$ cat config.mk
export PLATFORM = sky130hd
export DESIGN_NAME = aam_alarm_monitor
export DESIGN_NICKNAME = d
export VERILOG_FILES = /design/src/include/aam_pkg.sv /design/src/include/aam_regbus_if.sv /design/src/hw/aam_alarm_monitor.sv /design/src/hw/aam_spi_port.sv
export VERILOG_INCLUDE_DIRS = /design/src /design/src/include
export SDC_FILE = /design/constraint.sdc
export NUM_CORES = 1
export LEC_CHECK = 0
export BUFFER_PORTS_ARGS = -buffer_cell sky130_fd_sc_hd__buf_2
export CORE_MARGIN = 2
export CORE_UTILIZATION = 59
export DETAILED_ROUTE_END_ITERATION = 6
export HOLD_SLACK_MARGIN = 0.12
export PLACE_DENSITY = 0.79
export SYNTH_ARGS = -nofsm -noshare
export SYNTH_HDL_FRONTEND = slang
export SYNTH_SLANG_ARGS = --single-unit
$ cat constraint.sdc
create_clock -name clk_sys_i -period 2.6 [get_ports clk_sys_i]
set_input_delay 0.39 -clock clk_sys_i [delete_from_list [all_inputs] [get_ports clk_sys_i]]
set_output_delay 0.39 -clock clk_sys_i [all_outputs]
set_load 0.05 [all_outputs]
$ cat src/include/aam_map.svh
// register offsets, field positions, reset values and frame sizes of the alarm monitor
`ifndef AAM_MAP_SVH
`define AAM_MAP_SVH

// register byte addresses on the serial port
`define AAM_ADDR_SUMMARY   15'h02c0
`define AAM_ADDR_FLAGS     15'h02c1
`define AAM_ADDR_MASK      15'h02c2

// field positions
`define AAM_BIT_SUMMARY    0
`define AAM_BIT_MISMATCH   0
`define AAM_BIT_REALIGN    2

// reset values and implemented bits
`define AAM_FLAG_RESET     8'h05
`define AAM_MASK_RESET     8'h05
`define AAM_FLAG_IMPL      8'h05
`define AAM_BYTE_ZERO      8'h00

// serial frame: 1 direction bit, 15 address bits, 8 data bits
`define AAM_SPI_HDR_LAST   5'h0f
`define AAM_SPI_HDR_BITS   5'h10
`define AAM_SPI_FRM_LAST   5'h17
`define AAM_SPI_FRM_BITS   5'h18
`define AAM_SPI_CNT_ONE    5'h01
`define AAM_SPI_RW_POS     14

`endif

$ cat src/include/aam_pkg.sv
// shared types of the alarm monitor
`default_nettype none
package aam_pkg;
    // serial frame progress
    typedef enum logic [1:0] {
        SPI_IDLE,
        SPI_HDR,
        SPI_DATA,
        SPI_DONE
    } aam_spi_e;

    typedef logic [14:0] aam_addr_t;
    typedef logic [7:0]  aam_byte_t;
endpackage : aam_pkg
`default_nettype wire

$ cat src/include/aam_regbus_if.sv
// register access carrier between the serial port and the alarm registers
`default_nettype none
interface aam_regbus_if;
    aam_pkg::aam_addr_t addr;    // address of the current frame
    aam_pkg::aam_byte_t wdata;   // write data
    logic               wr_stb;  // one-cycle write strobe
    aam_pkg::aam_byte_t rdata;   // read data for addr

    modport port_side (
        output addr,
        output wdata,
        output wr_stb,
        input  rdata
    );
    modport reg_side (
        input  addr,
        input  wdata,
        input  wr_stb,
        output rdata
    );
endinterface : aam_regbus_if
`default_nettype wire

$ cat src/hw/aam_alarm_monitor.sv
// alarm monitor top: sticky event flags, masks, summary bit and calibration status pin
`include "aam_map.svh"
`default_nettype none
module aam_alarm_monitor #(
    parameter int DIV_W = 4  // width of the divider phase words compared
) (
    // clock and reset
    input  wire logic             clk_sys_i,
    input  wire logic             rst_n_i,
    input  wire logic             soft_reset_i,
    // serial register port pins
    input  wire logic             spi_cs_n_i,
    input  wire logic             spi_sclk_i,
    input  wire logic             spi_sdi_i,
    output logic                  spi_sdo_o,
    output logic                  spi_sdo_oe_o,
    // clocking events from the converter core
    input  wire logic             realign_pulse_i,
    input  wire logic [DIV_W-1:0] div_phase_a_i,
    input  wire logic [DIV_W-1:0] div_phase_b_i,
    // calibration status pin
    input  wire logic             cal_status_sel_i,
    input  wire logic             cal_done_i,
    output logic                  cal_stat_o,
    // state for the core
    output logic                  summary_alarm_o
);
    aam_regbus_if bus ();

    // serial port front end
    aam_spi_port u_spi (
        .clk_sys_i    (clk_sys_i),
        .rst_n_i      (rst_n_i),
        .spi_cs_n_i   (spi_cs_n_i),
        .spi_sclk_i   (spi_sclk_i),
        .spi_sdi_i    (spi_sdi_i),
        .spi_sdo_o    (spi_sdo_o),
        .spi_sdo_oe_o (spi_sdo_oe_o),
        .bus          (bus.port_side)
    );

    aam_pkg::aam_byte_t event_flag_register_ff;
    aam_pkg::aam_byte_t nxt_event_flag_register;
    aam_pkg::aam_byte_t event_mask_register_ff;
    aam_pkg::aam_byte_t nxt_event_mask_register;
    logic               cal_stat_ff;

    // address decode of the three registers
    wire logic sel_summary_w = bus.addr == `AAM_ADDR_SUMMARY;
    wire logic sel_flags_w   = bus.addr == `AAM_ADDR_FLAGS;
    wire logic sel_mask_w    = bus.addr == `AAM_ADDR_MASK;
    wire logic wr_flags_w    = bus.wr_stb && sel_flags_w;
    wire logic wr_mask_w     = bus.wr_stb && sel_mask_w;

    // named flag and mask bits
    wire logic realign_event_flag    = event_flag_register_ff[`AAM_BIT_REALIGN];
    wire logic divider_mismatch_flag = event_flag_register_ff[`AAM_BIT_MISMATCH];
    wire logic realign_event_mask    = event_mask_register_ff[`AAM_BIT_REALIGN];
    wire logic divider_mismatch_mask = event_mask_register_ff[`AAM_BIT_MISMATCH];

    // events: the mismatch is a level, so the flag is re-set every cycle it lasts
    wire logic divider_mismatch_w = div_phase_a_i != div_phase_b_i;
    aam_pkg::aam_byte_t set_vec_w;
    aam_pkg::aam_byte_t clr_vec_w;
    always_comb
    begin
        set_vec_w = `AAM_BYTE_ZERO;
        set_vec_w[`AAM_BIT_REALIGN]  = realign_pulse_i;
        set_vec_w[`AAM_BIT_MISMATCH] = divider_mismatch_w;
    end
    // only a 1 in the written byte clears; zeros leave the flag alone
    assign clr_vec_w = wr_flags_w ? bus.wdata : `AAM_BYTE_ZERO;

    // set is applied after clear so that an event in the clearing cycle survives
    assign nxt_event_flag_register =
        ((event_flag_register_ff & ~clr_vec_w) | set_vec_w) & `AAM_FLAG_IMPL;

    // mask: reserved bits are not stored and read as zero
    assign nxt_event_mask_register =
        wr_mask_w ? (bus.wdata & `AAM_FLAG_IMPL) : event_mask_register_ff;

    // masks gate only the summary, never the flags themselves
    wire aam_pkg::aam_byte_t live_w = event_flag_register_ff & ~event_mask_register_ff;
    wire logic summary_w = |live_w;

    // flag and mask registers; soft reset presets them like power-on
    always_ff @(posedge clk_sys_i or negedge rst_n_i)
    begin
        if (!rst_n_i)
        begin
            event_flag_register_ff <= `AAM_FLAG_RESET;
            event_mask_register_ff <= `AAM_MASK_RESET;
        end
        else if (soft_reset_i)
        begin
            event_flag_register_ff <= `AAM_FLAG_RESET;
            event_mask_register_ff <= `AAM_MASK_RESET;
        end
        else
        begin
            event_flag_register_ff <= nxt_event_flag_register;
            event_mask_register_ff <= nxt_event_mask_register;
        end
    end

    // pin register; one cycle late, but keeps the pad free of decode glitches
    always_ff @(posedge clk_sys_i or negedge rst_n_i)
    begin
        if (!rst_n_i)
            cal_stat_ff <= 1'b0;
        else
            cal_stat_ff <= cal_status_sel_i ? summary_w : cal_done_i;
    end

    // read mux; unmapped addresses read zero
    aam_pkg::aam_byte_t summary_byte_w;
    always_comb
    begin
        summary_byte_w = `AAM_BYTE_ZERO;
        summary_byte_w[`AAM_BIT_SUMMARY] = summary_w;
    end
    assign bus.rdata = sel_summary_w ? summary_byte_w :
                       sel_flags_w   ? event_flag_register_ff :
                       sel_mask_w    ? event_mask_register_ff : `AAM_BYTE_ZERO;

    assign cal_stat_o      = cal_stat_ff;
    assign summary_alarm_o = summary_w;
endmodule : aam_alarm_monitor
`default_nettype wire

$ cat src/hw/aam_spi_port.sv
// serial register port: samples the host pins and turns frames into register accesses
`include "aam_map.svh"
`default_nettype none
module aam_spi_port (
    // clock and reset
    input  wire logic clk_sys_i,
    input  wire logic rst_n_i,
    // host pins, asynchronous to clk_sys_i
    input  wire logic spi_cs_n_i,
    input  wire logic spi_sclk_i,
    input  wire logic spi_sdi_i,
    output logic      spi_sdo_o,
    output logic      spi_sdo_oe_o,
    // register side
    aam_regbus_if.port_side bus
);
    // two-flop synchronisers; stage one feeds only stage two
    logic cs_s1_ff, cs_s2_ff, sclk_s1_ff, sclk_s2_ff, sclk_s3_ff, sdi_s1_ff, sdi_s2_ff;
    always_ff @(posedge clk_sys_i or negedge rst_n_i)
    begin
        if (!rst_n_i)
        begin
            {cs_s1_ff, cs_s2_ff} <= 2'h3;
            {sclk_s1_ff, sclk_s2_ff, sclk_s3_ff} <= 3'h0;
            {sdi_s1_ff, sdi_s2_ff} <= 2'h0;
        end
        else
        begin
            {cs_s1_ff, cs_s2_ff} <= {spi_cs_n_i, cs_s1_ff};
            {sclk_s1_ff, sclk_s2_ff, sclk_s3_ff} <= {spi_sclk_i, sclk_s1_ff, sclk_s2_ff};
            {sdi_s1_ff, sdi_s2_ff} <= {spi_sdi_i, sdi_s1_ff};
        end
    end

    // edges seen on the synchronised clock only
    wire logic active_w = !cs_s2_ff;
    wire logic rise_w   = active_w && sclk_s2_ff && !sclk_s3_ff;
    wire logic fall_w   = active_w && !sclk_s2_ff && sclk_s3_ff;

    aam_pkg::aam_spi_e state_ff, nxt_state;
    logic [4:0]         cnt_ff;
    logic [15:0]        shin_ff;
    logic               read_ff;
    logic               load_ff;
    aam_pkg::aam_addr_t addr_ff;
    aam_pkg::aam_byte_t wdata_ff, shout_ff;
    logic               wr_ff;

    // frame progress follows the bit count
    always_comb
    begin
        nxt_state = state_ff;
        unique case (state_ff)
            aam_pkg::SPI_IDLE: if (active_w) nxt_state = aam_pkg::SPI_HDR;
            aam_pkg::SPI_HDR:  if (rise_w && cnt_ff == `AAM_SPI_HDR_LAST)
                                   nxt_state = aam_pkg::SPI_DATA;
            aam_pkg::SPI_DATA: if (rise_w && cnt_ff == `AAM_SPI_FRM_LAST)
                                   nxt_state = aam_pkg::SPI_DONE;
            aam_pkg::SPI_DONE: nxt_state = state_ff;
        endcase
        if (!active_w)
            nxt_state = aam_pkg::SPI_IDLE;
    end

    wire logic hdr_end_w = rise_w && state_ff == aam_pkg::SPI_HDR && cnt_ff == `AAM_SPI_HDR_LAST;
    wire logic frm_end_w = rise_w && state_ff == aam_pkg::SPI_DATA && cnt_ff == `AAM_SPI_FRM_LAST;

    // shifting; a frame longer than 24 bits is ignored past its end
    always_ff @(posedge clk_sys_i or negedge rst_n_i)
    begin
        if (!rst_n_i)
        begin
            state_ff <= aam_pkg::SPI_IDLE;
            cnt_ff   <= 5'h00;
            shin_ff  <= 16'h0000;
            read_ff  <= 1'b0;
            load_ff  <= 1'b0;
            addr_ff  <= 15'h0000;
            wdata_ff <= 8'h00;
            shout_ff <= 8'h00;
            wr_ff    <= 1'b0;
        end
        else
        begin
            state_ff <= nxt_state;
            load_ff  <= hdr_end_w && shin_ff[`AAM_SPI_RW_POS];
            wr_ff    <= frm_end_w && !read_ff;
            if (!active_w)
                cnt_ff <= 5'h00;
            else if (rise_w && state_ff != aam_pkg::SPI_DONE)
            begin
                cnt_ff  <= cnt_ff + `AAM_SPI_CNT_ONE;
                shin_ff <= {shin_ff[14:0], sdi_s2_ff};
            end
            if (hdr_end_w)
            begin
                read_ff <= shin_ff[`AAM_SPI_RW_POS];
                addr_ff <= {shin_ff[13:0], sdi_s2_ff};
            end
            if (frm_end_w)
                wdata_ff <= {shin_ff[6:0], sdi_s2_ff};
            // read data is caught once the address is known, then shifted on falling edges
            if (load_ff)
                shout_ff <= bus.rdata;
            else if (fall_w && state_ff == aam_pkg::SPI_DATA && cnt_ff > `AAM_SPI_HDR_BITS)
                shout_ff <= {shout_ff[6:0], 1'b0};
        end
    end

    assign bus.addr     = addr_ff;
    assign bus.wdata    = wdata_ff;
    assign bus.wr_stb   = wr_ff;
    assign spi_sdo_o    = shout_ff[7];
    assign spi_sdo_oe_o = active_w && read_ff && state_ff == aam_pkg::SPI_DATA;
endmodule : aam_spi_port
`default_nettype wire

# == After elaboration in Yosys (flattened, before gate mapping) ==
# Index checks and enable logic that the tools add are counted.
# Widths: inputs -> output; s select.
# totals
in_bits,17
reg_bits,70
# classes
bitwise_logic,6
magnitude_cmp,1
n_mux,16
addsub,1
reduce_logical,30
n_eq_ne,13
# ops
cell,count
$mux 8,7
$eq 15x10->1 const B,3
$logic_and 1x1->1,19
$mux 5,2
$and 3x8->8,1
$not 8->8,1
$reduce_or 8->1,1
$mux 2,3
$mux 3,2
$ne 3x1->1 const B,2
$pmux 2 s3,1
$reduce_bool 2->1,3
$add 5x1->5 const B,1
$eq 5x4->1 const B,1
$eq 5x5->1 const B,1
$gt 5x5->1 const B,1
$eq 2x2->1 const B,2
$logic_not 1->1,4
$ne 4x4->1,1
$and 3x3->3,1
$not 3->3,1
$or 3x3->3,1
$reduce_and 3->1,1
$eq 2x1->1 const B,1
6 further kinds,6

# == Longest topological paths before layout ==
# depth
depth_word,7
ltp_mapped,7
depth_no_buf,6

# == Cells and area by module ==
# Synthesis repeated with hierarchy kept, for this count alone.
# hier_totals
cells_unflattened,246
area_unflattened_um2,2980.4
# by_module_without_submodules
module,cells_each,n_inst,area_each_um2
aam_spi_port,201,1,2568.7
aam_alarm_monitor,45,1,411.6

# == Worst setup path before layout ==
# No wires, ideal clock.
# synth_timing
path_type,register to register
startpoint,register u_spi.cnt_ff[0]
endpoint,"register u_spi.addr_ff[10], in the netlist u_spi.bus.addr[10]"
period_less_slack_ns,1.840
setup_ns,0.128
path_stages_with_launch,7
slack_ns,0.760
required_ns,2.472
arrival_ns,1.712
path_cell_list,dfrtp_1 -> ha_1 -> and3_1 -> ha_1 -> nand4_2 -> buf_2 -> mux2_1
# synth_between
elab_chain_cells,2
# synth_rtl
item,line_no,source
from (decl),aam_spi_port.sv:41,logic [4:0] cnt_ff;
from (signal assigned),aam_spi_port.sv:92,cnt_ff <= cnt_ff + `AAM_SPI_CNT_ONE;
$eq 5x4->1 (no source line),n/a,
$logic_and 1x1->1 (no source line),n/a,
to (signal assigned),aam_spi_port.sv:98,"addr_ff <= {shin_ff[13:0], sdi_s2_ff};"
to (decl),aam_spi_port.sv:45,aam_pkg::aam_addr_t addr_ff;
# No other way between the ends.
# A chain may end at the register's enable or synchronous reset.

# == Worst setup path in the final report ==
# layout_timing
startpoint,register u_spi.cnt_ff[0]
endpoint,"register u_spi.addr_ff[4], in the netlist u_spi.bus.addr[4]"
# The elaborated chain is that of the path after synthesis.

==> reports/summary.md <==
The flow ran to the end, and the final reports show no timing, DRC or antenna violations. Setup repair after global routing left no endpoint under its margin. For this run, the register share of the synthesized area comes to 58.8%.

The routed design has 4.29 mm of wire. Data on the critical path arrives at its endpoint at 2.21 ns. The number of buffers added by the clock tree synthesis step is 9, and the setup fix buffers added after clock tree synthesis is 0. The cell sitting at the root of the clock tree is a sky130_fd_sc_hd__clkbuf_8.

The clock drives 62 sinks. On the final layout, the worst hold slack is 0.159 ns. The global routing usage on met3 came out at 4.70%. The total power density per cell area was 739 nW/um^2; the max capacitance violation total was 0.

Counting I/O delays and the setup requirement, the final critical path takes 2.01 ns. The tools report the final setup TNS as 0 ns. The run gives 0 as the initial antenna violation count. Leaving out fill and tap cells, the most frequent cells in the layout are 56 x sky130_fd_sc_hd__dfrtp_1, 26 x sky130_fd_sc_hd__nor2_1, 20 x sky130_fd_sc_hd__mux2_2, 20 x sky130_fd_sc_hd__buf_2, 13 x sky130_fd_sc_hd__clkbuf_8.

Global routing finished with a remaining overflow of 0. In this run the cell area of the synthesized design comes to 2650 sq um. Headroom to the max-slew limit came out at 58.6%. Synthesized area per cell: 12.8 sq um.

The final standard cell count with taps included and fillers excluded is 293. Leaving out fill and tap cells, the most frequent cell in the layout is sky130_fd_sc_hd__dfrtp_1. In the final routed layout, each cell accounts on average for 14.7 um. The tools report the number of distinct library cells after synthesis as 37.

The signal on the critical path passes through ha_1 > and3_1 > ha_1 > nand4_2 > mux2_1. The share of post-route cells with drive strength above 1 works out to 29.5%. The logs give 231 for the number of nets in the synthesized netlist and 0.33 ns for the worst-skew pair later-pin latency.

After legalization and detailed placement, the total HPWL measured 2.97 mm. In this run the worst path has a maximum fanout of 17. At the pin with the least slew margin, the transition time is 0.621 ns. The total area of multi-input combinational cells was 1040 sq um; the static leakage was 1.55 nW. The post-placement cell count came out at 276. For the count of inserted antenna diode cells, the log shows 0. The number of I/O pins is 21. Across the VDD grid, the largest voltage drop is 0.554 mV. The number of I/O port buffers was 20. After global routing, the most crowded layer is met2. Broken down by cell family, the worst path's largest delay share belongs to simple AND/OR/NAND/NOR gates. The detailed-route via count came out at 1585. After detailed routing, the number of vias per cell comes to 5.41. Number of pins exceeding their max-slew limit in the final report: 0. The synthesis-stage register bit count was 62; the number of gates given a new drive strength after cts was 0. The total chip power was 2.26 mW.

The fraction of the cycle the final worst path needs was 77.1%. The floorplan step defined a core boundary enclosing 4350 sq um. In the global route stage, overall resource usage came out at 19.2%.

The floorplan step defined a die boundary enclosing 5050 sq um. The path type of the worst setup path is register to register. Global routing used 30.1% of the available met2 tracks. Across the whole layout, storage elements account for 1560 sq um.

The logs give 0 for the total setup violations reported at the end of the flow and 0 for the synthesis warning total. The worst setup path is captured at a register. The run gives 24 as the total number of placement rows. The run gives 0.594 ns as the final worst setup slack. The global routing met1 resource utilization is 24.6%. The path class of the lowest-slack min-delay path was primary input to register. By instance count, the cell type seen most on the critical path is sky130_fd_sc_hd__ha_1. For the number of global-route vias before repair, the log shows 1666.

The final layout contains 260 nets. The run gives 1 as the total of hold buffers inserted after clock tree synthesis. STA puts the critical path data required time at 2.81 ns. After clock tree synthesis, the clock-pin slew on the worst setup and hold paths is 0.06 ns. Once the floorplan was initialized, standard cells occupied 60.9% of the core. The number of H-tree levels is 3, and the width of the chip is 71.0 um. Between clock sinks in the finished design, the worst skew comes to 0.00358 ns. The detailed router's first-iteration violation count came out at 81. In the routed design, unresolved DRC markers number 0. The die is 71.0 um tall. The logs give 2 for the maximum buffer depth of the clock tree and 0 for the post-route antenna net violation count. Fill cell total of the finished layout: 318. Area added between synthesis and finish: 15.4%. Slowest cell on the critical path: sky130_fd_sc_hd__mux2_1.

The first-pass iteration count of the detailed router came out at 4. TritonCTS built the clock tree. The cell count after synthesis came out at 207. Entering global routing, the biggest net connects 37 pins. OpenSTA, run right after detailed placement, puts the worst setup slack at 0.597 ns. The number of buffers and inverters on the critical path is 0. The worst setup path is launched from a register.

The count of final hold-check violations came out at 0. The first-pass GRT wire length is 7.38 mm, and the critical path's largest stage delay is 0.50 ns. At the end of routability-driven placement, the weighted congestion stood at 0.775.

Based on the critical path, the design can be clocked at up to 499 MHz.
layer usage:
metal / vias up / part of all wire [%]
li1: 777 / -
met1: 778 / 47
met2: 20 / 48
met3: 10 / 2.5
met4: 0 / 2.5
met5: - / 0
final cells by class:
cell class | count | share of cell area, %
clock buffers | 13 | 5.85
clock inverters | 3 | 1.31
inverters | 9 | 1.10
multi-input cells | 131 | 34.2
flip-flops and latches | 62 | 51.0
well taps | 52 | 2.13
repair buffers | 23 | 4.50
path summary, 6_finish.rpt:
check / slack [ns] / to / depth (start not counted) / startpoint
hold / removal: 0.16 / u_spi.cs_s1_ff / 1 / spi_cs_n_i
min in group asynchronous: 0.61 / u_spi.shout_ff[7] / 2 / rst_n_i
hold reg to reg: 0.35 / u_spi.sclk_s2_ff / 0 / u_spi.sclk_s1_ff
setup reg to reg: 0.59 / u_spi.bus.addr[4] / 5 / u_spi.cnt_ff[0]
setup / recovery: 0.59 / u_spi.bus.addr[4] / 5 / u_spi.cnt_ff[0]
max in group asynchronous: 1.33 / event_mask_register_ff[0] / 3 / rst_n_i
kinds of logic (layout without fill, tap and decap cells):
family | count (synthesis) | count (layout) | share of synthesized area (%)
AO/OA/AOI/OAI | 12 | 12 | 3.40
XOR/XNOR | 6 | 6 | 1.98
adder cells (fa/ha/maj) | 7 | 7 | 3.30
buffers and inverters | 14 | 48 | 2.12
flip-flops | 62 | 62 | 58.8
multiplexers | 43 | 43 | 18.1
AND/OR/NAND/NOR | 63 | 63 | 12.3
synthesized netlist by cell type:
library cell | instances | area (sq um)
sky130_fd_sc_hd__clkbuf_1 | 2 | 7.51
sky130_fd_sc_hd__mux2_2 | 20 | 225
sky130_fd_sc_hd__mux2i_1 | 9 | 90.1
sky130_fd_sc_hd__xor2_1 | 6 | 52.6
sky130_fd_sc_hd__nor4b_1 | 1 | 8.76
sky130_fd_sc_hd__or2_4 | 1 | 8.76
sky130_fd_sc_hd__nor4b_2 | 1 | 15.0
sky130_fd_sc_hd__nand3_1 | 7 | 35.0
sky130_fd_sc_hd__nand4_1 | 2 | 12.5
sky130_fd_sc_hd__inv_1 | 9 | 33.8
sky130_fd_sc_hd__a221oi_2 | 1 | 15.0
sky130_fd_sc_hd__a211o_1 | 1 | 8.76
sky130_fd_sc_hd__nand3b_1 | 2 | 15.0
sky130_fd_sc_hd__nor4_1 | 1 | 6.26
sky130_fd_sc_hd__nand4_2 | 1 | 12.5
sky130_fd_sc_hd__a21oi_1 | 1 | 5.00
sky130_fd_sc_hd__nor3_1 | 2 | 10.0
sky130_fd_sc_hd__and3b_1 | 1 | 8.76
sky130_fd_sc_hd__nor2_1 | 26 | 97.6
sky130_fd_sc_hd__mux2_1 | 12 | 135
sky130_fd_sc_hd__nand2b_1 | 4 | 25.0
sky130_fd_sc_hd__ha_1 | 7 | 87.6
sky130_fd_sc_hd__a311oi_1 | 1 | 8.76
sky130_fd_sc_hd__o31ai_1 | 2 | 15.0
sky130_fd_sc_hd__a2bb2oi_1 | 1 | 8.76
sky130_fd_sc_hd__a31oi_1 | 1 | 6.26
sky130_fd_sc_hd__or3_1 | 1 | 6.26
sky130_fd_sc_hd__buf_2 | 3 | 15.0
sky130_fd_sc_hd__and3_1 | 1 | 6.26
sky130_fd_sc_hd__nor2b_1 | 2 | 12.5
sky130_fd_sc_hd__a21o_1 | 1 | 7.51
sky130_fd_sc_hd__o21ai_0 | 3 | 15.0
sky130_fd_sc_hd__mux2_4 | 2 | 30.0
sky130_fd_sc_hd__dfrtp_1 | 56 | 1400
sky130_fd_sc_hd__nand2_1 | 9 | 33.8
sky130_fd_sc_hd__dfstp_2 | 6 | 158
sky130_fd_sc_hd__or4_4 | 1 | 11.3
per-stage QoR:
stage	utilization, %	instance area (sq um)
final	70.3	3060
after global routing	70.3	3060
after CTS	70.3	3060
after detailed placement	65.0	2830
after global placement	65.0	2830
after floorplan	-	2650
power breakdown:
| part | internal, mW | switching [mW] | total, mW |
|---|---|---|---|
| logic | 0.130 | 0.116 | 0.245 |
| registers | 1.05 | 0.0754 | 1.13 |
| clock network | 0.544 | 0.342 | 0.886 |
flip-flops by register name, indices dropped and copies added (netlist names), 2 cells and up:
| signal | flops |
|---|---|
| u_spi.bus.addr | 15 |
| u_spi.bus.wdata | 2 |
| event_mask_register_ff | 2 |
| u_spi.cnt_ff | 5 |
| u_spi.state_ff | 2 |
| u_spi.shout_ff | 8 |
| event_flag_register_ff | 2 |
| u_spi.shin_ff | 15 |
Note: power is estimated with default switching activity, not from simulation.
